File: src/verilog/owd_pkg.sv
// package of constants and types for the option byte watchdog
package owd_pkg;

  localparam logic [7:0] ADDR_REFRESH = 8'h00;
  localparam logic [7:0] ADDR_STATUS  = 8'h04;
  localparam logic [7:0] ADDR_MASK    = 8'h08;
  localparam logic [7:0] ADDR_COUNT   = 8'h0c;
  localparam logic [7:0] ADDR_CONFIG  = 8'hc0;

  localparam logic [7:0] REFRESH_KEY  = 8'hac;
  localparam logic [1:0] WIN_FULL     = 2'b11;
  localparam logic [1:0] WIN_HALF     = 2'b01;

  localparam int          STAT_INTERVAL = 0;
  localparam logic [31:0] STAT_RESET    = 32'h0000_0000;
  localparam logic [31:0] MASK_RESET    = 32'h0000_0000;

  // low-speed oscillator derived from the system clock
  localparam int CLK_PERIOD_NS = 10;
  localparam int LS_PERIOD_NS  = 30518;
  localparam int LS_DIV        = LS_PERIOD_NS / CLK_PERIOD_NS;
  localparam int LS_QUARTER    = LS_DIV / 4;

  localparam int CNT_W = 18;

  typedef struct packed
  {
    logic       irq_en;
    logic [1:0] win_sel;
    logic       run_en;
    logic [2:0] ovf_sel;
    logic       stby_run;
  } owd_cfg_type;

  typedef struct packed
  {
    logic       sel;
    logic       enable;
    logic       write;
    logic [7:0] addr;
    logic [31:0] wdata;
  } owd_apb_type;

  // overflow period in low-speed ticks
  function automatic logic [CNT_W-1:0] ovf_ticks(input logic [2:0] sel);
    logic [CNT_W-1:0] r;
    r = 18'h00080;
    unique case (sel)
      3'h0: r = 18'h00080;
      3'h1: r = 18'h00100;
      3'h2: r = 18'h00200;
      3'h3: r = 18'h00400;
      3'h4: r = 18'h01000;
      3'h5: r = 18'h04000;
      3'h6: r = 18'h08000;
      3'h7: r = 18'h20000;
    endcase
    return r;
  endfunction

endpackage

File: src/verilog/owd_watchdog.sv
// watchdog timer configured by a byte latched at reset release
//
// The APB slave port was chosen for this implementation.
`timescale 1ns/1ns
module owd_watchdog
(
  input  wire logic        clk_sys,      // 100 mhz system clock
  input  wire logic        rstn,         // async reset, active low
  input  wire logic [7:0]  option_byte,  // configuration byte from flash
  input  wire logic        standby_mode, // halt, stop or snooze active
  input  wire logic        bit_op_write, // current write is a bit instruction
  input  wire logic        illegal_access_detect_sw, // software detector enable
  input  wire logic        psel,         // apb select
  input  wire logic        penable,      // apb enable
  input  wire logic        pwrite,       // apb direction
  input  wire logic [31:0] paddr,        // apb address
  input  wire logic [31:0] pwdata,       // apb write data
  output logic [31:0]      prdata,       // apb read data
  output logic             pready,       // apb ready
  output logic             pslverr,      // apb error
  output logic             wdt_reset,    // internal reset request
  output logic             interval_irq, // masked interrupt
  output logic             illegal_access_detect_enable // detector enable
);

  owd_pkg::owd_cfg_type cfg_q;
  owd_pkg::owd_apb_type bus;
  logic                 loaded_q;
  logic [11:0]          div_q;
  logic [owd_pkg::CNT_W-1:0] cnt_q;
  logic [31:0]          status_q;
  logic [31:0]          mask_q;
  logic                 rst_q;
  logic [31:0]          rdata_q;

  assign bus = '{sel: psel, enable: penable, write: pwrite,
                 addr: paddr[7:0], wdata: pwdata};

  // address decode
  wire hi_zero   = (paddr[31:8] == 24'h000000);
  wire hit_ref   = hi_zero && (bus.addr == owd_pkg::ADDR_REFRESH);
  wire hit_stat  = hi_zero && (bus.addr == owd_pkg::ADDR_STATUS);
  wire hit_mask  = hi_zero && (bus.addr == owd_pkg::ADDR_MASK);
  wire hit_cnt   = hi_zero && (bus.addr == owd_pkg::ADDR_COUNT);
  wire hit_cfg   = hi_zero && (bus.addr == owd_pkg::ADDR_CONFIG);
  wire mapped    = hit_ref | hit_stat | hit_mask | hit_cnt | hit_cfg;
  wire access    = bus.sel & bus.enable;
  wire wr        = access & bus.write & mapped;
  wire rd        = access & ~bus.write & mapped;

  // low-speed tick and its quarter point
  wire ls_tick    = (div_q == 12'(owd_pkg::LS_DIV - 1));
  wire ls_quarter = (div_q == 12'(owd_pkg::LS_QUARTER));

  wire [owd_pkg::CNT_W-1:0] ovf  = owd_pkg::ovf_ticks(cfg_q.ovf_sel);
  wire [owd_pkg::CNT_W-1:0] half = ovf >> 1;
  wire [owd_pkg::CNT_W-1:0] tq   = (ovf >> 1) + (ovf >> 2);

  wire stall    = standby_mode & ~cfg_q.stby_run;
  wire running  = loaded_q & cfg_q.run_en & ~rst_q & ~stall;

  wire full_win = ~cfg_q.stby_run | (cfg_q.win_sel == owd_pkg::WIN_FULL);
  wire win_open = full_win | (cnt_q >= half);

  wire ref_wr   = wr & hit_ref & loaded_q & cfg_q.run_en;
  wire ref_good = ref_wr & ~bit_op_write & win_open &
                  (bus.wdata[7:0] == owd_pkg::REFRESH_KEY);
  wire ref_bad  = ref_wr & ~ref_good;
  wire overflow = running & ls_tick & (cnt_q == ovf - 18'h00001);
  wire fault    = ref_bad | overflow;

  wire iv_event = running & cfg_q.irq_en & ls_quarter & (cnt_q == tq);

  wire stat_clr = wr & hit_stat;
  wire [31:0] iv_set  = {31'h0, iv_event};
  wire [31:0] stat_d  = (status_q & ~(stat_clr ? bus.wdata : 32'h0)) | iv_set;

  wire [31:0] rd_mux =
    hit_stat ? status_q :
    hit_mask ? mask_q :
    hit_cnt  ? {14'h0, cnt_q} :
    hit_cfg  ? {24'h0, cfg_q} : 32'h0;

  // configuration capture after reset release
  always_ff @(posedge clk_sys or negedge rstn)
  begin
    if (!rstn)
    begin
      loaded_q <= 1'b0;
      cfg_q    <= '0;
    end
    else if (!loaded_q)
    begin
      loaded_q <= 1'b1;
      cfg_q    <= option_byte;
    end
  end

  // low-speed divider, restarted by a refresh
  always_ff @(posedge clk_sys or negedge rstn)
  begin
    if (!rstn)
      div_q <= 12'h000;
    else if (ref_good || (running && ls_tick))
      div_q <= 12'h000; // a tick met in standby is held, not lost
    else if (running)
      div_q <= div_q + 12'h001;
  end

  always_ff @(posedge clk_sys or negedge rstn)
  begin
    if (!rstn)
      cnt_q <= '0;
    else if (ref_good || overflow)
      cnt_q <= '0;
    else if (running && ls_tick)
      cnt_q <= cnt_q + 18'h00001;
  end

  always_ff @(posedge clk_sys or negedge rstn)
  begin
    if (!rstn)
      rst_q <= 1'b0;
    else if (fault)
      rst_q <= 1'b1;
  end

  always_ff @(posedge clk_sys or negedge rstn)
  begin
    if (!rstn)
    begin
      status_q <= owd_pkg::STAT_RESET;
      mask_q   <= owd_pkg::MASK_RESET;
    end
    else
    begin
      status_q <= stat_d & 32'h0000_0001;
      if (wr && hit_mask)
        mask_q <= bus.wdata & 32'h0000_0001;
    end
  end

  always_ff @(posedge clk_sys or negedge rstn)
  begin
    if (!rstn)
      rdata_q <= 32'h0;
    else if (bus.sel && !bus.enable && !bus.write)
      rdata_q <= rd_mux;
  end

  assign prdata  = rd ? rdata_q : 32'h0;
  assign pready  = 1'b1;
  assign pslverr = access & ~mapped;
  assign wdt_reset    = rst_q;
  assign interval_irq = |(status_q & mask_q);
  assign illegal_access_detect_enable =
    (loaded_q & cfg_q.run_en) | illegal_access_detect_sw;
endmodule

File: config.mk
export PLATFORM = sky130hd
export DESIGN_NAME = owd_watchdog
export DESIGN_NICKNAME = d
export VERILOG_FILES = /design/src/verilog/owd_pkg.sv /design/src/verilog/owd_watchdog.sv
export SDC_FILE = /design/constraint.sdc
export NUM_CORES = 1
export LEC_CHECK = 0
export ABC_CLOCK_PERIOD_IN_PS = 9200
export BUFFER_PORTS_ARGS = -buffer_cell sky130_fd_sc_hd__buf_2
export CAP_MARGIN = 40
export CORE_MARGIN = 2
export CORE_UTILIZATION = 35
export DETAILED_ROUTE_END_ITERATION = 10
export HOLD_SLACK_MARGIN = 0.15
export PLACE_DENSITY = 0.57
export SYNTH_ARGS = -nofsm -noshare
export SYNTH_HDL_FRONTEND = slang
export SYNTH_SLANG_ARGS = --single-unit
File: constraint.sdc
create_clock -name clk_sys -period 9.2 [get_ports clk_sys]
set_input_delay 1.84 -clock clk_sys [delete_from_list [all_inputs] [get_ports clk_sys]]
set_output_delay 1.84 -clock clk_sys [all_outputs]
set_load 0.02 [all_outputs]
### After elaboration in Yosys (flattened, before gate mapping)

Memories as Yosys holds them, arrays and structs flattened.
Index checks and enable logic that the tools add are counted.

* add/subtract/negate cells: 4
* order comparisons: 1
* equality and inequality tests: 10
* mux-type cells: 10
* bitwise gates (word level): 42
* reductions and logical operators: 18

Operator list (number)
* 2-to-1 mux 18 bit: 5
* equality test 18 bit: 2
* 2-to-1 mux 32 bit: 1
* OR reduction 32 bit: 1
* AND 1 bit: 25
* zero test 24 bit: 1
* 2-to-1 mux 12 bit: 2
* adder 17 x 16 -> 18 bit: 1
* adder 18 x 1 -> 18 bit, second input constant: 1
* >= comparator 18 x 17 -> 1 bit: 1
* subtractor 18 x 1 -> 18 bit, second input constant: 1
* equality test 8 x 4 -> 1 bit, second input constant: 2
* equality test 8 bit, second input constant: 2
* adder 12 x 1 -> 12 bit, second input constant: 1
* equality test 12 x 10 -> 1 bit, second input constant: 1
* equality test 12 bit, second input constant: 1
* logical AND 1 bit: 9
* bitwise OR 1 bit: 9
* equality test 8 x 3 -> 1 bit, second input constant: 1
* zero test 8 bit: 1
* 2-to-1 mux 8 bit: 1
* inverter 1 bit: 8
* nonzero test 2 bit: 2
* equality test 2 bit, second input constant: 1
* 3 further kinds: 5

* flip-flop bits (word level): 74
* bits in read-only memories: 64
* input port bits: 80
* logic and storage cells: 98
* memories: 1

Memories
* (name not given): words 8, bits a word 8, rd ports 1, clocked after Yosys merged registers in 0, write ports 0, RTL line owd_pkg.sv:48 `unique case (sel)`

### Longest topological paths before layout

Gate-level depths: netlist (run 1).

* depth after elaboration: 16
* depth in mapped cells: 13

### Worst setup path before layout (run 1)

OpenSTA, ideal clock, no wires.

* kind: in2out
* start point: in paddr[26]
* end point: out prdata[10]
* arrival time: 3.474 ns
* required time: 7.360 ns
* slack: 3.886 ns
* cell stages on the path: 7
* path through: nor4_1 nand4_1 or2_2 a21oi_1 nor3b_2 clkbuf_1 and2_1

* word-level cells in the longest chain between the ends: 8
* elaborated cells on any way between the ends: 12
* classes of those cells: 1 x mux; 5 x bitwise; 6 x reduce/logical

Ends and longest elaborated chain
* start, declared: RTL line owd_watchdog.sv:16 `input wire logic [31:0] paddr,`
* zero test 24 bit (*): RTL line owd_watchdog.sv:40 `wire hi_zero = (paddr[31:8] == 24'h000000);`
* logical AND 1 bit (on tied branches): RTL line owd_watchdog.sv:41, owd_watchdog.sv:42
* bitwise OR 1 bit (3 in series): RTL line owd_watchdog.sv:46 `wire mapped = hit_ref | hit_stat | hit_mask | hit_cnt | hit_cfg;`
* bitwise OR 1 bit (*): RTL line owd_watchdog.sv:46
* AND 1 bit (*): RTL line owd_watchdog.sv:49 `wire rd = access & ~bus.write & mapped;`
* 2-to-1 mux 32 bit (*): RTL line owd_watchdog.sv:151 `assign prdata = rd ? rdata_q : 32'h0;`
* end, declared: RTL line owd_watchdog.sv:18 `output logic [31:0] prdata,`

Mark *: on every way between the ends. The rest lies on a longest branch, timed or not.

### Worst setup path in the final report (run 1)

* start point: in paddr[9]
* end point: out prdata[1]

The elaborated chain is that of the path after synthesis.

==> results of run 1 <==
cell type report:
type	instances	area [sq um]	share of cell area [%]
Clock buffer	10	229	4.41
Tap cell	172	215	4.14
Multi-Input combinational cell	417	2710	52.2
Timing Repair Buffer	79	400	7.70
Clock inverter	6	65.1	1.25
Inverter	20	75.1	1.44
Sequential cell	60	1500	28.9
worst reg2reg max path, delay by kind of cell, from the launching register on:
family,cells,cell delay [ns]
adder cells (fa/ha/maj),1,0.33
AND/OR/NAND/NOR,4,1.44
flip-flops,1,0.70
AO/OA/AOI/OAI,3,1.31
buffers and inverters,1,0.14
cell families after synthesis:
logic type,count (synthesis),synth area share (%)
other,2,0.168
adders and majority gates,24,6.87
and+or+nand+nor,241,29.4
buffers and inverters,63,7.17
DFF,60,33.5
muxes,14,3.35
AOI/OAI and AO/OA,83,11.9
xor gates and xnor gates,39,7.62
layer usage:
metal  global-route usage, %  share of wire, %  up-vias
met5                       0                 0        -
met4                    6.90               2.2        0
met3                    3.96               4.0       19
met2                    28.3                47       83
met1                    24.9                47     1846
li1                        -                 -     1928
worst min-delay path by stage:
stage | to | slack [ns] | cells past startpoint
floorplan | rdata_q[10] | 0.43 | 2
global placement | rdata_q[13] | 0.44 | 2
detailed placement | rdata_q[9] | 0.45 | 2
CTS | rdata_q[9] | 0.46 | 2
global route | rdata_q[9] | 0.47 | 2
finish | rdata_q[9] | 0.45 | 2
through the flow:
step / power (uW) / util, % / instance area, sq um
after CTS: 780 / 41.4 / 5200
after global routing: 811 / 41.4 / 5200
after floorplan: 403 / - / 4530
final: 771 / 41.4 / 5200
after global placement: 436 / 39.0 / 4900
after detailed placement: 440 / 39.0 / 4900
power breakdown:
part	switching, uW	leakage (uW)	internal [uW]
Clock	127	0.000142	209
Combinational	73.3	0.00142	57.6
Sequential	23.9	0.000791	280
Total	224	0.00235	547
flip-flops by register name (all words and copies together), names as in the netlist:
register and cells:
mask_q 1, wdt_reset 1, rdata_q 18, status_q 1, loaded_q 1, div_q 12, cfg_q 8, cnt_q 18
layout by cell type, fill, tap and decap left out, types with 3 or more instances in the layout:
cell type  Yosys  layout
nor3b_1        4       4
nand4_1       11      11
nand3_1       27      27
or3_1          4       4
ha_1          23      23
and3_1         7       7
nor4_1        12      12
a211oi_1       6       6
o211ai_1       4       4
xor2_1         7       7
nand2_1       61      61
clkbuf_16      0       9
nor2_1        50      50
nand3b_1       5       5
a21oi_1       25      25
mux2i_1        6       6
inv_1         20      20
buf_2          5      77
o21ai_0       26      26
dfrtp_1       60      60
nand4b_1       3       3
conb_1         2      16
a31oi_1        3       3
mux2_2         8       8
xnor2_1       32      32
nor2b_1        4       4
nor3_1         7       7
and2_1        20      20
==> impl_metrics.py, run 1 <==
metrics = {
    "sta": {
        "post-route-worst-setup-slack_ns": 3.42,
        "slew_headroom_pct": 46.7,
        "layout_min_cycle_time_ns": 5.78,
        "fin_worst_hold_slack_ns": 0.454,
        "fin_tns_setup_ns": 0,
        "setup_viol": 0,
        "maximum_clock_frequency_ghz": 0.173,
        "timing_hold_violations_final": 0,
        "grt_setup_unrepaired": "no",
        "timing.final.crit_share_pct": 62.8,
        "final_max_slew_viol_count": 0,
        "worst-slew-pin-transition_ns": 0.799,
        "worst_clock_skew_ns": 0.0106,
    },
    "critical_path": {
        "timing.critical_path.max_delay_family": "simple AND/OR/NAND/NOR gates",
        "cp_common_cell": "buf_2",
        "worstSetupStartpointType": "input port",
        "critical_path.max_fanout": 18,
        "worstSetupStartpoint": "paddr[9]",
        "crit_path_max_incr_delay_ns": 0.63,
        "slowest_cell_on_crit_path": "nor3b_2",
        "cp.buffers_inverters": 2,
        "cp_data_required_time_ns": 7.36,
        "timing_worst_setup_path_type": "input port to output port",
        "data_arrival_time_of_the_critical_path_ns": 3.94,
        "critical_path.reg2reg.endpoint": "div_q[1]",
        "cp.depth": 8,
        "timing.reg2reg.worst_path_depth": 9,
        "setup.reg_to_reg.worst_slack_ns": 5.21,
        "reg2reg_from": "cfg_q[3]",
        "crit_chain": "buf_2 > nor4_1 > nand4_1 > or2_2 > a21oi_1 > nor3b_2 > and2_1 > buf_2",
        "crit_end": "prdata[1]",
        "critPathCaptureType": "output port",
    },
    "synth": {
        "synth_top_flop_cell": "dfrtp_1",
        "synth_top_cell_area_share_pct": 33.5,
        "ys_top_cells_by_count": "nand2_1 (61), dfrtp_1 (60), nor2_1 (50)",
        "seq_area_frac_synth_pct": 33.5,
        "cell_types_with_the_largest_area_share_after_synthesis": "dfrtp_1 (34%), ha_1 (6.4%), xnor2_1 (6.3%), nand2_1 (5.1%), nor2_1 (4.2%)",
        "postSynthRegisterBits": 60,
        "post-synth-top-area-cell": "dfrtp_1",
        "async_sr_flop_fraction_pct": 100,
        "synth_edf_count": 0,
        "yosysWarningCount": 0,
        "post_synth_instance_area_sq_um": 4480,
        "synth_cell_types": 68,
        "syn_avg_cell_area_sq_um": 8.52,
        "cells_after_synth": 526,
        "dominant_cell_by_count_in_the_synthesized_netlist": "nand2_1",
    },
    "global_route": {
        "grt_max_degree": 61,
        "initial_antenna_violation_count": 0,
        "number_of_global_route_vias_before_repair": 3775,
        "grt_pass1_wl_microns": 19100,
        "globalRouteTotalUtil_pct": 18.2,
        "globalRouteOverflowTotal": 0,
    },
    "cts": {
        "cts.repair_timing.setup_buffer_count": 0,
        "cts-resized-gates": 0,
        "numClockSinks": 60,
        "cts_tree": "done",
        "hold_bufs_inserted_after_cts": 0,
        "worst_skew_pair.late_latency_ns": 0.34,
        "ctsLongestPathBuffers": 2,
        "cts.clk_slew.worst_paths_ns": 0.05,
        "cts-root-buf": "clkbuf_16",
        "cts_htree_levels": 3,
        "cts-buffers-inserted": 9,
    },
    "place": {
        "port-buffer-count": 77,
        "placement.setup.worst_slack_ns": 3.38,
        "place_congestion": 0.864,
        "placedCellCount": 748,
        "post-dp-hpwl_microns": 8670,
    },
    "floorplanning": {
        "fp.dieArea_sq_um": 13700,
        "die_h_microns": 117,
        "floorplan.initialDensity_pct": 35.7,
        "io_pins": 117,
        "core_sq_um": 12600,
        "rows": 41,
        "die-width_microns": 117,
    },
    "route": {
        "via_count": 3876,
        "routed_via_density": 5.07,
        "routedWlPerCell_microns": 14.9,
        "drcViolationCount": 0,
        "drt.antenna.violating_nets": 0,
        "drt-pass1-iter-count": 5,
        "routed_wirelength_microns": 11300,
        "violation_count_after_the_first_detailed_routing_iteration": 231,
    },
    "finish": {
        "area_delta_synth_final_pct": 16.0,
        "layout.filler_cells": 1297,
        "design.final.nets": 691,
        "drive_gt1_share_pct": 20.4,
        "layout.cells.non_filler": 764,
        "diodes": 0,
    },
    "run": {
        "max_cap_violations": 0,
    },
    "hold_path": {
        "holdCritStartpoint": "rdata_q[9]",
        "hold_path.class": "flop to flop",
    },
    "pwr": {
        "total_leakage_power_uw": 0.00235,
        "max-vdd-ir-drop_v": 0.0000949,
        "power_density_nw_per_um2": 148,
    },
    "status": {
        "outcome": "completed",
    },
}
Power figures use the tool's default switching activity.
==> inputs of run 2 (changes only) <==
Settings changed: ABC_AREA set to 1, ABC_CLOCK_PERIOD_IN_PS 9200 to 5700.
Clock period 9.2 ns to 5.7 ns, I/O delays scaled along.
==> run 2 against run 1 <==
Effect of this change:
- non-clock buffer count is the same
- hold slack improved by 0.046 ns
- register-to-register slack worse by 2.7 ns
- final cell count increased by 19%
- clock power grew 93%
- global-route usage increased by 0.96 points
- critical path depth grew 3
- via count up 13%
- combinational power is 18% higher
- flip-flop and latch count did not move
- first-iteration DRC count grew 43%
- sequential share of layout area decreased by 0.92 points
==> impl_metrics.py, run 2 <==
metrics = {
    "global_route": {
        "grt_pass1_wl_microns": 21300,
        "busiest_layer": "met2",
        "grtUsageMet2_pct": 30.8,
        "grt_max_degree": 61,
        "globalRouteTotalUtil_pct": 19.2,
        "grtUsageMet1_pct": 25.7,
        "initial_antenna_violation_count": 0,
        "globalRouteOverflowTotal": 0,
        "globalRouteMet3Util_pct": 3.45,
        "number_of_global_route_vias_before_repair": 4323,
    },
    "synth": {
        "dominant_cell_by_count_in_the_synthesized_netlist": "nand2_1",
        "seq_area_frac_synth_pct": 33.4,
        "postSynthRegisterBits": 60,
        "post-synth-top-area-cell": "dfrtp_1",
        "synth_cell_types": 43,
        "cell_types_with_the_largest_area_share_after_synthesis": "dfrtp_1 (33%), nand2_1 (11%), nor2_1 (10%), inv_1 (7.3%), ha_1 (6.4%)",
        "synth_top_flop_cell": "dfrtp_1",
        "synth_edf_count": 0,
        "syn_avg_cell_area_sq_um": 6.94,
        "async_sr_flop_fraction_pct": 100,
        "yosysWarningCount": 0,
        "synth_top_cell_area_share_pct": 33.4,
        "ys_top_cells_by_count": "nand2_1 (130), nor2_1 (121), inv_1 (87)",
        "cells_after_synth": 649,
        "post_synth_instance_area_sq_um": 4500,
    },
    "cts": {
        "cts_htree_levels": 3,
        "cts.clk_slew.worst_paths_ns": 0.05,
        "cts_tree": "done",
        "ctsLongestPathBuffers": 2,
        "cts-buffers-inserted": 9,
        "cts-resized-gates": 0,
        "numClockSinks": 60,
        "hold_bufs_inserted_after_cts": 0,
        "worst_skew_pair.late_latency_ns": 0.34,
        "cts.repair_timing.setup_buffer_count": 0,
        "cts-root-buf": "clkbuf_16",
    },
    "sta": {
        "timing.final.crit_share_pct": 74.5,
        "worst-slew-pin-transition_ns": 0.802,
        "slew_headroom_pct": 46.5,
        "fin_worst_hold_slack_ns": 0.500,
        "timing_hold_violations_final": 0,
        "layout_min_cycle_time_ns": 4.25,
        "maximum_clock_frequency_ghz": 0.236,
        "final_max_slew_viol_count": 0,
        "setup_viol": 0,
        "post-route-worst-setup-slack_ns": 1.45,
        "fin_tns_setup_ns": 0,
        "worst_clock_skew_ns": 0.0119,
        "grt_setup_unrepaired": "no",
    },
    "place": {
        "post-dp-hpwl_microns": 10100,
        "port-buffer-count": 77,
        "placement.setup.worst_slack_ns": 1.38,
        "place_congestion": 0.945,
    },
    "finish": {
        "drive_gt1_share_pct": 17.0,
        "commonest_cells_after_routing_fill_and_taps_aside": "nand2_1 (130), nor2_1 (121), inv_1 (87)",
        "area_delta_synth_final_pct": 19.3,
        "diodes": 0,
        "layout.filler_cells": 1321,
        "multiInputGateArea_sq_um": 2530,
        "layout_commonest_cell": "nand2_1",
        "design.final.nets": 834,
        "seq_area_sq_um": 1500,
        "largest_registers": "cnt_q (18), rdata_q (18), div_q (12)",
    },
    "pwr": {
        "total_leakage_power_uw": 0.00280,
        "power_density_nw_per_um2": 232,
        "max-vdd-ir-drop_v": 0.000125,
        "totalPowerFinal_uw": 1240,
    },
    "critical_path": {
        "data_arrival_time_of_the_critical_path_ns": 3.11,
        "worstSetupStartpointType": "input port",
        "critPathCaptureType": "output port",
        "cp_data_required_time_ns": 4.56,
        "timing_worst_setup_path_type": "input port to output port",
        "critical_path.max_fanout": 18,
    },
    "floorplanning": {
        "io_pins": 117,
        "fp.dieArea_sq_um": 13800,
        "core_sq_um": 12600,
        "die-width_microns": 117,
        "floorplan.initialDensity_pct": 35.8,
        "rows": 41,
        "die_h_microns": 117,
    },
    "route": {
        "drcViolationCount": 0,
        "routed_via_density": 4.81,
        "violation_count_after_the_first_detailed_routing_iteration": 331,
        "routedWlPerCell_microns": 14.1,
        "via_count": 4367,
        "drt.antenna.violating_nets": 0,
        "routed_wirelength_microns": 12800,
        "drt-pass1-iter-count": 5,
    },
    "hold_path": {
        "hold_path.class": "flop to flop",
    },
    "status": {
        "outcome": "completed",
    },
    "run": {
        "max_cap_violations": 0,
    },
}
==> run 2: cell types whose count changed in the layout (fill, tap and decap cells not counted), moves of 9 or more <==
| cell | change |
|---|---|
| nand3_1 | +14 |
| xnor2_1 | -28 |
| inv_1 | +67 |
| inv_2 | +9 |
| and2_1 | -20 |
| o21ai_0 | -12 |
| nand2_1 | +69 |
| xor2_1 | +10 |
| o22ai_1 | +11 |
| nor2_1 | +71 |
==> run 2: layout make-up <==
| type | count | share of cell area, % |
|---|---|---|
| Multi-Input combinational cell | 482 | 47.1 |
| Sequential cell | 60 | 28.0 |
| Timing Repair Buffer | 79 | 7.53 |
| Inverter | 98 | 6.85 |
| Clock buffer | 12 | 4.78 |
| Tap cell | 172 | 4.01 |
| Clock inverter | 4 | 1.77 |
==> run 2: per-layer routing <==
layer	share of wire (%)	up-vias	wire length, microns
li1	-	2222	-
met1	46	2021	5900
met2	47	100	6080
met3	4.1	24	522
met4	2.6	0	335
met5	0	-	0
==> run 2: cells by family after synthesis <==
family,count (synthesis),synth area share [%]
other cells,2,0.167
mux,2,0.500
xor+xnor,21,4.09
buf+inv,121,11.6
compound gates,74,9.81
simple gates,345,33.6
fa+ha+maj,24,6.84
flops,60,33.4
==> run 2: worst paths after layout <==
path                            startpoint           to  slack, ns  depth (start not counted)
worst min register to register  rdata_q[0]   rdata_q[0]       0.50                          2
min in group asynchronous             rstn  rdata_q[17]       0.96                          2
worst max register to register    cfg_q[3]    cnt_q[14]       2.51                         12
worst min-delay path            rdata_q[0]   rdata_q[0]       0.50                          2
worst max-delay path             paddr[11]    prdata[7]       1.45                         11
max in group asynchronous             rstn     cfg_q[4]       4.19                          2
==> run 2: power breakdown <==
group          switching, uW  internal [uW]
registers               7.36            432
clock network            199            450
logic                    100           54.5
total                    307            937
==> run 2: critical path, stage by stage <==
cell	delay [ns]
buf_2	0.10
nor2_1	0.09
nand2_1	0.05
nor2_1	0.09
nand2_1	0.09
nor2_4	0.19
o21ai_2	0.11
nand3_2	0.11
nand4_1	0.57
nor2_1	0.34
buf_2	0.21
==> run 2: through the flow <==
step,utilization (%),area (sq um),std cells
5_1_grt,42.7,5370,907
6_report,42.7,5370,907
2_1_floorplan,-,4550,663
3_5_place_dp,39.9,5020,891
3_3_place_gp,39.8,5010,890
4_1_cts,42.7,5370,907
==> inputs of run 3 (changes only) <==
Settings changed: ABC_AREA 1 to 0, ABC_CLOCK_PERIOD_IN_PS 5700 to 3600, PLACE_DENSITY 0.57 to 0.59.
Clock period 5.7 ns to 3.6 ns, I/O delays scaled along.
==> run 3 against run 2 <==
Effect of this change:
- via count decreased by 10%
- final cell count shrank 14%
- flip-flop and latch count stayed put
- clock skew fell by 0.0035 ns
- power increased by 67%
- non-clock buffer count up 16
- final area about the same
- first-iteration DRC count fell by 36%
- critical path depth fell by 2
- die area down 0.43%
- critical path type unchanged
- core utilization hardly changed
==> impl_metrics.py, run 3 (synthesis results as in run 1) <==
metrics = {
    "status": {
        "outcome": "completed",
    },
    "run": {
        "max_cap_violations": 0,
    },
    "critical_path": {
        "data_arrival_time_of_the_critical_path_ns": 2.58,
        "crit_chain": "buf_2 > nor4_1 > nand4_1 > or2_2 > a21oi_1 > nor3b_2 > buf_4 > and2_1 > buf_2",
        "worstSetupStartpointType": "input port",
        "critical_path.reg2reg.endpoint": "cnt_q[9]",
        "cp_data_required_time_ns": 2.88,
        "timing_worst_setup_path_type": "input port to output port",
        "critical_path.max_fanout": 18,
        "setup.reg_to_reg.worst_slack_ns": 0.42,
        "reg2reg_from": "cfg_q[2]",
        "cp_common_cell": "buf_2",
        "timing.reg2reg.worst_path_depth": 11,
        "critPathCaptureType": "output port",
        "slowest_cell_on_crit_path": "nor4_1",
        "crit_path_max_incr_delay_ns": 0.35,
    },
    "route": {
        "routedWlPerCell_microns": 14.4,
        "routed_via_density": 5.04,
        "routed_wirelength_microns": 11200,
        "drt.antenna.violating_nets": 0,
        "violation_count_after_the_first_detailed_routing_iteration": 212,
        "drt-pass1-iter-count": 4,
        "drcViolationCount": 0,
        "via_count": 3930,
    },
    "cts": {
        "cts-resized-gates": 0,
        "ctsLongestPathBuffers": 2,
        "cts_tree": "done",
        "cts.repair_timing.setup_buffer_count": 0,
        "cts-root-buf": "clkbuf_16",
        "cts-buffers-inserted": 9,
        "worst_skew_pair.late_latency_ns": 0.33,
        "cts.clk_slew.worst_paths_ns": 0.05,
        "hold_bufs_inserted_after_cts": 0,
        "cts_htree_levels": 3,
        "numClockSinks": 60,
    },
    "pwr": {
        "clockPowerShare_pct": 45.9,
        "p_switching_uw": 546,
        "power_density_nw_per_um2": 387,
        "power.share.switching_pct": 26.3,
        "share_seq_of_total_power_pct": 36.6,
        "comb_power_share_pct": 17.5,
        "total_leakage_power_uw": 0.00246,
        "p_int_uw": 1530,
        "max-vdd-ir-drop_v": 0.000293,
    },
    "place": {
        "port-buffer-count": 77,
        "placement.setup.worst_slack_ns": 0.321,
        "place_congestion": 0.895,
        "post-dp-hpwl_microns": 8710,
    },
    "sta": {
        "final_max_slew_viol_count": 0,
        "layout_min_cycle_time_ns": 3.30,
        "slew_headroom_pct": 58.9,
        "setup_viol": 0,
        "worst-slew-pin-transition_ns": 0.609,
        "maximum_clock_frequency_ghz": 0.303,
        "timing.final.crit_share_pct": 91.7,
        "worst_clock_skew_ns": 0.00840,
        "grt_setup_unrepaired": "no",
        "post-route-worst-setup-slack_ns": 0.300,
        "timing_hold_violations_final": 0,
        "fin_tns_setup_ns": 0,
    },
    "global_route": {
        "grt_max_degree": 34,
        "globalRouteOverflowTotal": 0,
        "grt_pass1_wl_microns": 18600,
        "number_of_global_route_vias_before_repair": 3732,
        "initial_antenna_violation_count": 0,
        "globalRouteTotalUtil_pct": 17.6,
    },
    "floorplanning": {
        "core_sq_um": 12600,
        "die_h_microns": 117,
        "io_pins": 117,
        "fp.dieArea_sq_um": 13700,
        "die-width_microns": 117,
        "rows": 41,
        "floorplan.initialDensity_pct": 35.7,
    },
    "finish": {
        "drive_gt1_share_pct": 22.7,
        "largest_registers": "cnt_q (18), rdata_q (18), div_q (12)",
        "commonest_cells_after_routing_fill_and_taps_aside": "buf_2 (77), nand2_1 (61), dfrtp_1 (60)",
        "design.final.nets": 707,
        "area_delta_synth_final_pct": 19.9,
        "diodes": 0,
        "layout_commonest_cell": "buf_2",
    },
    "hold_path": {
        "hold_path.class": "input port to asynchronous set/reset pin",
    },
}
==> run 3: cell count changes in the layout (fill, tap and decap cells not counted), moves of 9 or more <==
| cell | before | now |
|---|---|---|
| nor2_1 | 121 | 50 |
| nand2_1 | 130 | 61 |
| inv_1 | 87 | 20 |
| xnor2_1 | 4 | 32 |
| and2_1 | 0 | 20 |
| buf_4 | 1 | 17 |
| nand3_1 | 41 | 27 |
| o21ai_0 | 14 | 26 |
| o22ai_1 | 12 | 1 |
| xor2_1 | 17 | 7 |
| inv_2 | 9 | 0 |
==> run 3: final cells by class <==
class / count / area [sq um]
clock inverters: 4 / 70.1
well taps: 172 / 215
clock buffers: 12 / 267
flip-flops and latches: 60 / 1500
repair buffers: 95 / 533
fillers: 1268 / 7200
inverters: 20 / 75.1
multi-input cells: 417 / 2710
==> run 3: per-stage QoR <==
step | util, % | hold slack (ns) | power, uW | instance area [sq um] | instances
6_report | 42.7 | 0.202 | 2080 | 5370 | 780
5_1_grt | 42.7 | 0.197 | 2190 | 5370 | 780
4_1_cts | 42.7 | 0.196 | 2100 | 5370 | 780
3_5_place_dp | 40.1 | 0.451 | 1130 | 5040 | 764
3_3_place_gp | 39.9 | 0.443 | 1120 | 5020 | 763
2_1_floorplan | - | 0.424 | 1030 | 4530 | 540
==> run 3: routing by layer <==
metal / vias to the layer above / wire length, microns / global-route usage (%)
li1: 1967 / - / -
met1: 1856 / 5190 / 23.3
met2: 89 / 5420 / 28.9
met3: 18 / 418 / 3.60
met4: 0 / 203 / 5.65
met5: - / 0 / 0
==> run 3: power by group through the flow <==
stage / clock (uW) / sequential [uW] / combinational [uW]
after CTS: 979 / 759 / 366
after global routing: 1010 / 767 / 415
after global placement: 0 / 767 / 354
after detailed placement: 0 / 769 / 363
after floorplan: 0 / 759 / 270
final: 954 / 760 / 365
==> run 3: worst max-delay path by stage <==
stage	startpoint	to	slack, ns	depth (start not counted)
6_report	paddr[26]	prdata[0]	0.30	9
3_5_place_dp	paddr[26]	prdata[0]	0.32	9
2_1_floorplan	paddr[26]	prdata[10]	0.53	7
4_1_cts	paddr[26]	prdata[0]	0.30	9
5_1_grt	cfg_q[2]	cnt_q[9]	0.12	11
3_3_place_gp	paddr[26]	prdata[0]	0.31	9
==> run 3: worst max-delay path, delay by kind of cell <==
kind / cells / cell delay (ns)
compound gates: 1 / 0.15
buf+inv: 3 / 0.46
simple gates: 5 / 1.25
